<file path="config.mk">
export PLATFORM = sky130hd
export DESIGN_NAME = irq_controller
export DESIGN_NICKNAME = d
export VERILOG_FILES = /design/src/hw/irq_pkg.sv /design/src/hw/pin_sync.sv /design/src/hw/timer0_counter.sv /design/src/hw/irq_controller.sv
export SDC_FILE = /design/constraint.sdc
export NUM_CORES = 1
export LEC_CHECK = 0
export BUFFER_PORTS_ARGS = -buffer_cell sky130_fd_sc_hd__clkbuf_2
export CAP_MARGIN = 30
export CORE_ASPECT_RATIO = 0.7
export CORE_MARGIN = 4
export CORE_UTILIZATION = 55
export CTS_CLUSTER_SIZE = 12
export DETAILED_ROUTE_END_ITERATION = 8
export PLACE_DENSITY = 0.74
export SYNTH_ARGS = -nofsm -noshare
export SYNTH_HDL_FRONTEND = slang
export SYNTH_SLANG_ARGS = --single-unit
</file>
<file path="constraint.sdc">
create_clock -name ref_clk -period 4.4 [get_ports ref_clk]
set_input_delay 0.22 -clock ref_clk [delete_from_list [all_inputs] [get_ports ref_clk]]
set_output_delay 0.22 -clock ref_clk [all_outputs]
set_load 0.03 [all_outputs]
</file>
<file path="src/hw/irq_pkg.sv">
package irq_pkg;

    localparam int REG_ADDR_W  = 4;
    localparam int PC_W        = 13;
    localparam int STACK_DEPTH = 8;
    localparam int SP_W        = $clog2(STACK_DEPTH);
    localparam int PORT_B_PINS_W     = 8;

    // register offsets
    localparam logic [REG_ADDR_W-1:0] ADDR_CTRL   = 4'h0;
    localparam logic [REG_ADDR_W-1:0] ADDR_REQ_A  = 4'h1;
    localparam logic [REG_ADDR_W-1:0] ADDR_REQ_B  = 4'h2;
    localparam logic [REG_ADDR_W-1:0] ADDR_EN_A   = 4'h3;
    localparam logic [REG_ADDR_W-1:0] ADDR_EN_B   = 4'h4;
    localparam logic [REG_ADDR_W-1:0] ADDR_OPTION = 4'h5;
    localparam logic [REG_ADDR_W-1:0] ADDR_MASK   = 4'h6;
    localparam logic [REG_ADDR_W-1:0] ADDR_TIMER0 = 4'h7;
    localparam logic [REG_ADDR_W-1:0] ADDR_STATUS = 4'h8;
    localparam logic [REG_ADDR_W-1:0] ADDR_PORT_B_PINS  = 4'h9;

    // irq_control_reg fields
    localparam int CTRL_GLOBAL_EN = 7;
    localparam int CTRL_PEIE      = 6;
    localparam int CTRL_T0_EN     = 5;
    localparam int CTRL_EXT_EN    = 4;
    localparam int CTRL_PB_EN     = 3;
    localparam int CTRL_T0_FLAG   = 2;
    localparam int CTRL_EXT_FLAG  = 1;
    localparam int CTRL_PB_FLAG   = 0;

    // option register field
    localparam int OPT_EDGE = 0;

    // periph_request_reg_a: 0 timer1, 1 timer2, 2 capture_compare_a, 3 sync_serial_port,
    // 4 transmit, 5 receive, 6 a/d, 7 eeprom write
    // periph_request_reg_b: 0 capture_compare_b, 2 low_voltage_detect, 4 lcd,
    // 5 comparator 1, 6 comparator 2, 7 fail-safe clock monitor
    localparam logic [7:0] REQ_A_MASK = 8'hFF;
    localparam logic [7:0] REQ_B_MASK = 8'hF5;

    localparam logic [7:0]      CTRL_RESET   = 8'h00;
    localparam logic [7:0]      OPT_RESET    = 8'h01;
    localparam logic [7:0]      BYTE_ZERO    = 8'h00;
    localparam logic [7:0]      TIMER0_TOP   = 8'hFF;
    localparam logic [PC_W-1:0] IRQ_VECTOR   = 13'h0004;

    typedef enum logic [0:0] {ST_RUN, ST_SLEEP} run_state_t;

    typedef struct packed {
        logic [REG_ADDR_W-1:0] addr;
        logic [7:0]            wdata;
        logic                  wr;
        logic                  rd;
    } reg_req_t;

    typedef struct packed {
        logic            irq_request;
        logic            vector_load;
        logic [PC_W-1:0] vector_pc;
        logic            pop_valid;
        logic [PC_W-1:0] pop_pc;
        logic            wake_up;
        logic            sleeping;
    } core_out_t;

    typedef struct packed {
        logic [PORT_B_PINS_W-1:0] periph_a;
        logic [PORT_B_PINS_W-1:0] periph_b;
    } periph_evt_t;

endpackage

</file>
<file path="src/hw/pin_sync.sv">
`timescale 1ns/1ps
module pin_sync
    import irq_pkg::*;
#(
    parameter int WIDTH = 9
) (
    input  wire logic             ref_clk,
    input  wire logic             srst,
    input  wire logic [WIDTH-1:0] pins_async,
    output logic      [WIDTH-1:0] level,
    output logic      [WIDTH-1:0] held
);
    logic [WIDTH-1:0] s1_reg;
    logic [WIDTH-1:0] s2_reg;
    logic [WIDTH-1:0] s3_reg;

    genvar i;
    generate
        for (i = 0; i < WIDTH; i++) begin : g_bit
            // a change counts once the second and third stage agree
            always_comb begin
                level[i] = (s2_reg[i] == s3_reg[i]) ? s3_reg[i] : held[i];
            end
            always_ff @(posedge ref_clk) begin
                if (srst) begin
                    // chain follows the pins so a level held through reset is no edge
                    s1_reg[i] <= pins_async[i];
                    s2_reg[i] <= s1_reg[i];
                    s3_reg[i] <= s2_reg[i];
                    held[i]   <= s2_reg[i];
                end else begin
                    s1_reg[i] <= pins_async[i];
                    s2_reg[i] <= s1_reg[i];
                    s3_reg[i] <= s2_reg[i];
                    held[i]   <= level[i];
                end
            end
        end
    endgenerate
endmodule // pin_sync

</file>
<file path="src/hw/timer0_counter.sv">
`timescale 1ns/1ps
module timer0_counter
    import irq_pkg::*;
(
    input  wire logic       ref_clk,
    input  wire logic       srst,
    input  wire logic       tick,
    input  wire logic       load,
    input  wire logic [7:0] load_value,
    output logic      [7:0] count,
    output logic            wrap
);
    logic [7:0] count_reg;
    logic [7:0] count_next;

    always_comb begin
        wrap       = tick && !load && (count_reg == TIMER0_TOP); // RULE_13
        count_next = count_reg;
        if (load) begin
            count_next = load_value;
        end else if (tick) begin
            count_next = 8'(count_reg + 8'h01);
        end
    end

    always_ff @(posedge ref_clk) begin
        if (srst) begin
            count_reg <= BYTE_ZERO;
        end else begin
            count_reg <= count_next;
        end
    end

    assign count = count_reg;
endmodule // timer0_counter

</file>
<file path="src/hw/irq_controller.sv">
// Behaviour
// RULE_01 - global enable set passes unmasked requests; cleared blocks every request
// RULE_02 - every reset clears the global enable
// RULE_03 - return-from-interrupt instruction pops the stack and sets the global enable
// RULE_04 - taking a request clears global enable, pushes return address, jumps to 0004h
// RULE_05 - pin and port-b events reach the vector in three or four cycles
// RULE_06 - flags set on their events whatever the enables are
// RULE_07 - requests in the cycle of a global-enable clear are ignored but stay pending
// RULE_08 - software polls flags and clears them before re-enabling; hardware never clears
// RULE_09 - external pin flag set on rising or falling edge per edge select
// RULE_10 - external enable cleared blocks the pin request but edges still set its flag
// RULE_11 - pin edge wakes from sleep only if its enable was set before sleep
// RULE_12 - after wake the vector is taken only with global enable set
// RULE_13 - timer0 wrap from FFh to 00h sets its flag, gated by its enable
// RULE_14 - masked port-b pin change sets the change flag, gated by its enable
// RULE_15 - a change coinciding with a port-b read may be lost
// RULE_16 - active lcd function on the pin disables the external interrupt
// RULE_17 - first peripheral request and enable registers hold eight sources
// RULE_18 - second peripheral request and enable registers hold six sources
// RULE_19 - control register holds three flags, their enables and global enable
// RULE_20 - request needs global enable and an unmasked flag; wake needs the flag only
//
// Added by the designer: the strobed register port and the placing of the registers.
`timescale 1ns/1ps
module irq_controller
    import irq_pkg::*;
#(
    parameter int DEPTH = STACK_DEPTH
) (
    input  wire logic               ref_clk,
    input  wire logic               srst,
    input  wire reg_req_t           reg_bus,
    output logic      [7:0]         rd_data,
    input  wire periph_evt_t        periph_evt,
    input  wire logic               ext_irq_pin,
    input  wire logic [PORT_B_PINS_W-1:0] port_b_pins,
    input  wire logic               lcd_seg_active,
    input  wire logic               timer0_tick,
    input  wire logic               return_from_irq_instr,
    input  wire logic               sleep_instr,
    input  wire logic [PC_W-1:0]    return_pc,
    output core_out_t               core_out
);
    localparam int SYNC_W = PORT_B_PINS_W + 1;

    typedef struct packed {
        run_state_t                     st;
        logic [7:0]                     ctrl;
        logic [7:0]                     req_a;
        logic [7:0]                     req_b;
        logic [7:0]                     en_a;
        logic [7:0]                     en_b;
        logic [7:0]                     option;
        logic [7:0]                     pin_mask;
        logic [PORT_B_PINS_W-1:0]             port_b_pins_latch;
        logic                           ext_en_at_sleep;
        logic [SP_W-1:0]                sp;
        logic [DEPTH-1:0][PC_W-1:0]     stack;
        logic [7:0]                     rd_data;
        core_out_t                      out;
    } state_t;

    state_t state_reg;
    state_t state_next;

    logic [SYNC_W-1:0] sync_level;
    logic [SYNC_W-1:0] sync_held;
    logic [7:0]        timer0_value;
    logic              timer0_wrap;
    logic              wr_ctrl;
    logic              rd_port_b_pins;
    logic              global_clear_now;
    logic              ext_rise;
    logic              ext_fall;
    logic              ext_edge;
    logic              port_b_pins_change;
    logic [7:0]        ctrl_flags;
    logic              unmasked_core;
    logic              unmasked_periph;
    logic              wake_cond;
    logic              take;

    pin_sync #(
        .WIDTH (SYNC_W)
    ) u_sync (
        .ref_clk    (ref_clk),
        .srst       (srst),
        .pins_async ({port_b_pins, ext_irq_pin}),
        .level      (sync_level),
        .held       (sync_held)
    );

    timer0_counter u_timer0 (
        .ref_clk    (ref_clk),
        .srst       (srst),
        .tick       (timer0_tick),
        .load       (reg_bus.wr && (reg_bus.addr == ADDR_TIMER0)),
        .load_value (reg_bus.wdata),
        .count      (timer0_value),
        .wrap       (timer0_wrap)
    );

    always_comb begin
        state_next = state_reg;
        state_next.out.vector_load = 1'b0;
        state_next.out.pop_valid   = 1'b0;
        state_next.out.wake_up     = 1'b0;

        wr_ctrl       = reg_bus.wr && (reg_bus.addr == ADDR_CTRL);
        rd_port_b_pins      = reg_bus.rd && (reg_bus.addr == ADDR_PORT_B_PINS);
        global_clear_now = wr_ctrl && !reg_bus.wdata[CTRL_GLOBAL_EN];

        // external pin edge, suppressed while the pin drives the lcd
        ext_rise = sync_level[0] && !sync_held[0];
        ext_fall = !sync_level[0] && sync_held[0];
        ext_edge = !lcd_seg_active && // RULE_16
                   (state_reg.option[OPT_EDGE] ? ext_rise : ext_fall); // RULE_09

        // port-b mismatch against the value latched at the last read
        port_b_pins_change = |((sync_level[SYNC_W-1:1] ^ state_reg.port_b_pins_latch)
                         & state_reg.pin_mask); // RULE_14
        if (rd_port_b_pins) begin
            state_next.port_b_pins_latch = sync_level[SYNC_W-1:1]; // RULE_15
        end

        // software writes, hardware sets win over clears
        ctrl_flags = wr_ctrl ? reg_bus.wdata : state_reg.ctrl; // RULE_19
        if (ext_edge) begin
            ctrl_flags[CTRL_EXT_FLAG] = 1'b1; // RULE_06
        end
        if (timer0_wrap) begin
            ctrl_flags[CTRL_T0_FLAG] = 1'b1; // RULE_13
        end
        if (port_b_pins_change && !rd_port_b_pins) begin
            ctrl_flags[CTRL_PB_FLAG] = 1'b1; // RULE_15
        end
        state_next.ctrl = ctrl_flags;

        if (reg_bus.wr && (reg_bus.addr == ADDR_REQ_A)) begin
            state_next.req_a = reg_bus.wdata & REQ_A_MASK;
        end
        if (reg_bus.wr && (reg_bus.addr == ADDR_REQ_B)) begin
            state_next.req_b = reg_bus.wdata & REQ_B_MASK;
        end
        state_next.req_a = state_next.req_a | (periph_evt.periph_a & REQ_A_MASK); // RULE_17
        state_next.req_b = state_next.req_b | (periph_evt.periph_b & REQ_B_MASK); // RULE_18

        if (reg_bus.wr && (reg_bus.addr == ADDR_EN_A)) begin
            state_next.en_a = reg_bus.wdata & REQ_A_MASK; // RULE_17
        end
        if (reg_bus.wr && (reg_bus.addr == ADDR_EN_B)) begin
            state_next.en_b = reg_bus.wdata & REQ_B_MASK; // RULE_18
        end
        if (reg_bus.wr && (reg_bus.addr == ADDR_OPTION)) begin
            state_next.option = reg_bus.wdata;
        end
        if (reg_bus.wr && (reg_bus.addr == ADDR_MASK)) begin
            state_next.pin_mask = reg_bus.wdata;
        end

        // unmasked sources, seen on the flag values being written now
        unmasked_core =
            (state_next.ctrl[CTRL_EXT_FLAG] && state_next.ctrl[CTRL_EXT_EN] &&
             (state_reg.st == ST_RUN || state_reg.ext_en_at_sleep)) || // RULE_10 RULE_11
            (state_next.ctrl[CTRL_T0_FLAG] && state_next.ctrl[CTRL_T0_EN]) || // RULE_13
            (state_next.ctrl[CTRL_PB_FLAG] && state_next.ctrl[CTRL_PB_EN]); // RULE_14
        unmasked_periph = state_next.ctrl[CTRL_PEIE] &&
            (|(state_next.req_a & state_next.en_a) || |(state_next.req_b & state_next.en_b));
        wake_cond = unmasked_core || unmasked_periph; // RULE_20

        take = 1'b0;
        unique case (state_reg.st)
            ST_RUN: begin
                if (sleep_instr) begin
                    state_next.st              = ST_SLEEP;
                    state_next.ext_en_at_sleep = state_next.ctrl[CTRL_EXT_EN];
                end else if (return_from_irq_instr) begin
                    state_next.ctrl[CTRL_GLOBAL_EN] = 1'b1; // RULE_03
                    state_next.sp             = SP_W'(state_reg.sp - 1'b1);
                    state_next.out.pop_valid  = 1'b1;
                    state_next.out.pop_pc     = state_reg.stack[SP_W'(state_reg.sp - 1'b1)];
                end else begin
                    // a clearing write this cycle blocks the take; flags stay pending
                    take = state_reg.ctrl[CTRL_GLOBAL_EN] && !global_clear_now && // RULE_01 RULE_07
                           wake_cond; // RULE_05 RULE_08
                end
            end
            ST_SLEEP: begin
                if (wake_cond) begin
                    state_next.st          = ST_RUN; // RULE_11
                    state_next.out.wake_up = 1'b1; // RULE_12
                end
            end
        endcase

        if (take) begin
            state_next.ctrl[CTRL_GLOBAL_EN]  = 1'b0; // RULE_04
            state_next.stack[state_reg.sp]   = return_pc;
            state_next.sp                    = SP_W'(state_reg.sp + 1'b1);
            state_next.out.vector_load       = 1'b1;
            state_next.out.vector_pc         = IRQ_VECTOR;
        end

        state_next.out.irq_request = state_next.ctrl[CTRL_GLOBAL_EN] && wake_cond; // RULE_20
        state_next.out.sleeping    = (state_next.st == ST_SLEEP);

        state_next.rd_data = BYTE_ZERO;
        if (reg_bus.rd) begin
            unique case (reg_bus.addr)
                ADDR_CTRL:   state_next.rd_data = state_reg.ctrl;
                ADDR_REQ_A:  state_next.rd_data = state_reg.req_a;
                ADDR_REQ_B:  state_next.rd_data = state_reg.req_b;
                ADDR_EN_A:   state_next.rd_data = state_reg.en_a;
                ADDR_EN_B:   state_next.rd_data = state_reg.en_b;
                ADDR_OPTION: state_next.rd_data = state_reg.option;
                ADDR_MASK:   state_next.rd_data = state_reg.pin_mask;
                ADDR_TIMER0: state_next.rd_data = timer0_value;
                ADDR_STATUS: state_next.rd_data = 8'({state_reg.st == ST_SLEEP, state_reg.sp});
                ADDR_PORT_B_PINS:  state_next.rd_data = sync_held[SYNC_W-1:1];
                default:     state_next.rd_data = BYTE_ZERO;
            endcase
        end
    end

    always_ff @(posedge ref_clk) begin
        if (srst) begin
            state_reg          <= '0;
            state_reg.st       <= ST_RUN;
            state_reg.ctrl     <= CTRL_RESET; // RULE_02
            state_reg.option   <= OPT_RESET;
        end else begin
            state_reg <= state_next;
        end
    end

    assign rd_data  = state_reg.rd_data;
    assign core_out = state_reg.out;
endmodule // irq_controller

</file>
==> flow_summary.toml, run 1 <==
[setup_path]
worst_setup_path_end_kind = "flop"
crit_arrival_ns = 3.60
worstSetupPathType = "reg2reg"
cp_max_fo = 57
r2r_cells = 10
cp.required_ns = 4.85
crit_path_start_kind = "flop"

[power_and_ir_drop]
powerDensity_mw_per_mm2 = 368
p_leak_nw = 4.65
p_total_w = 0.00478
vdd_ir_drop_max_uv = 300

[clock_tree]
cts_sinks = 243
clk_pin_slew_worst_paths_ns = 0.06
cts-resized-gates = 0
numCtsBuffers = 25
clockBufferDepth = 3
insertion_delay_ns = 0.53
h-tree-depth = 1
root_buffer = "clkbuf_16"
cts_tree = "built"

[synthesis]
synth_ff_type = "dfxtp_1"
synth_cells = 1321
syn_area_per_cell_um2 = 8.93
synth_edf_count = 0
synth_cell_types = 69
async_flop_share_pct = 0
yosys_warnings = 0
yosysSeqAreaShare_pct = 41.3
ys_seq_elements = 243
netlist_area_mm2 = 0.0118

[die]
core_area_mm2 = 0.0209
die-area_mm2 = 0.0239
die_w_um = 183
start_util_pct = 56.4
ios = 97
die_h_um = 131
fp-row-count = 44

[timing]
hold_ws_ns = 0.0701
tightest_slew_ns = 1.03
finalSetupTns_ns = 0
finalSetupViolCount = 0
finalMaxSlewViolations = 0
timing_hold_violations_final = 0
max_slew_margin_pct = 31.2
rsz0062_at_grt = "no"
min_period_ns = 3.15
fin_crit_sh_pct = 71.6
fin_skew_ns = 0.0148
fmax_mhz = 317

[place]
gp_congestion = 0.962
dp_hpwl_mm = 22.4
portBuffers = 82

[min_path]
hold_path.class = "in2reg"
holdPathStages = 3

[detailed_routing]
via_count = 10600
routed_wl_mm = 35.0
wl_per_cell_um = 21.9
vias_per_cell = 6.65
drtAntennaViolNets = 0
drc = 0
firstDrtPassIters = 8
drt_iter0_drc = 1546

[global_routing]
grt_max_degree = 121
grt_antenna_before_repair = 1
overflow = 0
grt_pass1_wl_mm = 54.1
grt_pass1_vias = 9565
grt_usage_pct = 28.1

[finish]
utilization_pct = 62.0
syn2layout_area_growth_pct = 9.96
n_antenna_cell = 0
final_nets = 1376
drive_gt1_share_pct = 15.6

[job]
max_cap_violations = 0

[status]
status = "completed"
[per-stage QoR]
step / cells / instance area (um2) / worst slack, ns
floorplan: 1332 / 11800 / 1.71
global placement: 1539 / 12000 / 0.913
detailed placement: 1540 / 12000 / 0.831
CTS: 1600 / 13000 / 1.32
global route: 1600 / 13000 / 1.06
finish: 1600 / 13000 / 1.25
[repair_timing]
item | 4_1_cts | 5_1_grt
hold endpoints to repair | 24 | 0
setup endpoints to repair | 0 | 0
setup buffers | 0 | 0
hold buffers | 24 | 0
[routing by layer]
metal | up-vias | GRT usage (%) | part of all wire, %
li1 | 4861 | - | -
met3 | 71 | 7.30 | 13
met5 | - | 0 | 0.029
met1 | 5067 | 43.4 | 45
met2 | 633 | 39.3 | 40
met4 | 2 | 6.09 | 2.3
[Yosys cell counts, types with 25 or more instances]
cell / instances / area [um2]
dfxtp_1: 243 / 4860
a21oi_1: 133 / 666
mux4_2: 32 / 721
o2111ai_1: 91 / 797
clkbuf_1: 102 / 383
nand3_1: 121 / 606
nor2_1: 98 / 368
buf_4: 43 / 323
o21ai_0: 41 / 205
mux2i_1: 48 / 480
nand2_1: 78 / 293
a211oi_1: 25 / 188
buf_2: 27 / 135
[layout make-up]
cell class / instances / area (um2)
fillers: 1795 / 7950
multi-input cells: 886 / 6020
flip-flops and latches: 243 / 4870
repair buffers: 140 / 957
clock buffers: 33 / 686
well taps: 276 / 345
inverters: 19 / 71.3
clock inverters: 3 / 22.5
[worst max-delay path, stage by stage (launching register included)]
cell	delay, ns
dfxtp_1	0.42
ha_1	0.20
nand4_1	0.19
nor3_1	0.31
a221oi_2	0.13
o221ai_1	0.26
a311o_1	0.20
and2_4	0.59
buf_4	0.39
o2111ai_1	0.15
a21oi_1	0.19
[kinds of logic after synthesis]
kind of cell	count (synthesis)	synth area share (%)
DFF	243	41.3
AOI/OAI and AO/OA	376	21.8
other	1	0.0318
adders and majority gates	11	0.997
xor gates and xnor gates	16	1.19
muxes	85	10.7
and+or+nand+nor	386	15.8
buffers and inverters	203	8.18
[worst paths after layout]
| check | startpoint | end | slack, ns |
|---|---|---|---|
| max | u_timer0.count[0]$_SDFFE_PP0P_ | flop | 1.25 |
| min reg2reg | u_sync.s1_reg[0]$_DFF_P_ | u_sync.s2_reg[0]$_DFF_P_ | 0.32 |
| max reg2reg | u_timer0.count[0]$_SDFFE_PP0P_ | flop | 1.25 |
| min | return_pc[8] | flop | 0.07 |
[power by group]
group          internal [W]  switching, W  total [W]
clock               0.00108      0.000848    0.00193
combinational      0.000180      0.000359   0.000539
sequential          0.00226     0.0000532    0.00231
[cells in the final DEF (no fill, tap or decap), types with 5 or more instances in the layout]
cell type and instances:
nand2_1 78, mux2i_1 48, o211ai_2 5, dfxtp_1 241, a31oi_1 20, nand3_1 121
nand4_1 6, mux4_2 32, and3_1 6, a22oi_1 9, maj3_1 8, buf_4 31
o32ai_1 16, nor3_1 20, nor2b_1 20, nor2_1 98, clkbuf_2 81, mux2_2 5
clkbuf_16 25, clkbuf_1 5, nor3b_1 6, conb_1 12, a21oi_1 133, a211oi_1 25
dlygate4sd3_1 24, o211ai_1 6, o2111ai_1 91, xor2_1 13, o21ai_0 41, inv_1 18
(Power assumes the default switching activity.)
==> inputs of run 2 (changes only) <==
clock period = 3.2 ns   (was 4.4 ns; I/O delays follow)
==> flow_summary.toml, run 2 (same netlist as run 1, synthesis figures left out) <==
[timing]
timing_hold_violations_final = 0
finalSetupViolCount = 0
fmax_mhz = 327
min_period_ns = 3.06
tightest_slew_ns = 1.00
finalSetupTns_ns = 0
rsz0062_at_grt = "no"
fin_skew_ns = 0.0101
finalMaxSlewViolations = 0
max_slew_margin_pct = 33.2
fin_crit_sh_pct = 95.5

[power_and_ir_drop]
internal_power_w = 0.00501
vdd_ir_drop_max_uv = 389
switching_share_pct = 26.0
comb_power_share_pct = 11.5
pwr-share-seq_pct = 46.9
switching_power_w = 0.00175
powerDensity_mw_per_mm2 = 507
p_leak_nw = 4.84
p_total_w = 0.00676
clock_power_share_pct = 41.6

[die]
die_h_um = 131
start_util_pct = 56.4
ios = 97
die-area_mm2 = 0.0239
die_w_um = 183
fp-row-count = 44
core_area_mm2 = 0.0209

[finish]
multi_input_area_mm2 = 0.00602
n_antenna_cell = 0
syn2layout_area_growth_pct = 13.1
fillCellCount = 1736
drive_gt1_share_pct = 17.4
utilization_pct = 63.8
final_common_cell = "dfxtp_1"
final_cell_mix = "dfxtp_1, a21oi_1, nand3_1, nor2_1, o2111ai_1"
regArea_mm2 = 0.00487
final_nets = 1412

[setup_path]
crit_path_max_incr_delay_ns = 0.49
crit_path_start_kind = "flop"
worst_setup_path_end_kind = "flop"
crit_arrival_ns = 3.51
worst-path-buf-inv = 1
worstSetupPathType = "reg2reg"
crit_path_cell_trace = "ha_1 -> nand4_1 -> nor3_1 -> a221oi_2 -> o221ai_1 -> a311o_1 -> and2_4 -> buf_12 -> o2111ai_1 -> a21oi_1"
cp_max_fo = 78
cpLargestDelayFamily = "simple AND/OR/NAND/NOR gates"
cp.required_ns = 3.65
slowest_stage = "dfxtp_1"

[detailed_routing]
wl_per_cell_um = 21.9
routed_wl_mm = 35.8
firstDrtPassIters = 9
drt_iter0_drc = 1706
via_count = 10800
drc = 0
vias_per_cell = 6.59
drtAntennaViolNets = 0

[global_routing]
grt_pass1_wl_mm = 55.6
grt_antenna_before_repair = 2
overflow = 0
grt_max_degree = 114
grt_usage_pct = 29.1
grt_pass1_vias = 9852

[status]
status = "completed"

[job]
max_cap_violations = 0

[clock_tree]
insertion_delay_ns = 0.53
cts_setup_buffers = 0
h-tree-depth = 1
cts_sinks = 243
cts_tree = "built"
clk_pin_slew_worst_paths_ns = 0.06
numCtsBuffers = 25
root_buffer = "clkbuf_16"
clockBufferDepth = 3

[place]
dp_hpwl_mm = 23.2
gp_congestion = 0.931
portBuffers = 82

[min_path]
hold_path.class = "in2reg"
## run 2: repair_timing
action | 4_1_cts | 5_1_grt
resized for setup | 0 | 0
hold buffers | 30 | 0
endpoints found under the hold margin | 32 | 0
## run 2: final cells by class
class,instances,area share (%)
well taps,276,2.59
inverters,19,0.535
multi-input cells,886,45.1
repair buffers,176,9.60
clock inverters,4,0.553
flip-flops and latches,243,36.5
clock buffers,32,5.11
## run 2: per-stage QoR
stage               hold slack (ns)  instances  area (um2)  setup slack (ns)
CTS                         0.00597       1636       13300             0.225
floorplan                     0.188       1332       11800             0.549
global route                 0.0225       1636       13300            0.0270
finish                       0.0238       1636       13300             0.143
detailed placement            0.264       1570       12300          -0.00148
global placement              0.262       1569       12300            0.0780
## run 2: worst min-delay path: stages
cell	delay, ns
clkbuf_2	0.17
o2111ai_1	0.11
a21oi_1	0.06
## run 2: final timing paths
path | start | slack, ns | cells past startpoint | end
worst max-delay path | u_timer0.count[0]$_SDFFE_PP0P_ | 0.14 | 10 | flop
worst min-delay path | return_pc[12] | 0.02 | 3 | flop
worst max register to register | u_timer0.count[0]$_SDFFE_PP0P_ | 0.14 | 10 | flop
worst min register to register | u_sync.s1_reg[0]$_DFF_P_ | 0.32 | 0 | u_sync.s2_reg[0]$_DFF_P_
## run 2: metal layers
layer	share of wire, %	global-route usage (%)	wire [um]
met2	40	40.1	14200
met5	0.059	0	21
met3	14	9.21	4910
met4	2.0	6.65	732
met1	44	44.4	15900
## run 2: power groups by stage
stage	registers, W	clock network (W)	logic, W
after floorplan	0.00321	0	0.000530
after global placement	0.00323	0	0.000713
after detailed placement	0.00323	0	0.000725
after CTS	0.00317	0.00285	0.000756
after global routing	0.00318	0.00296	0.000828
final	0.00317	0.00282	0.000774
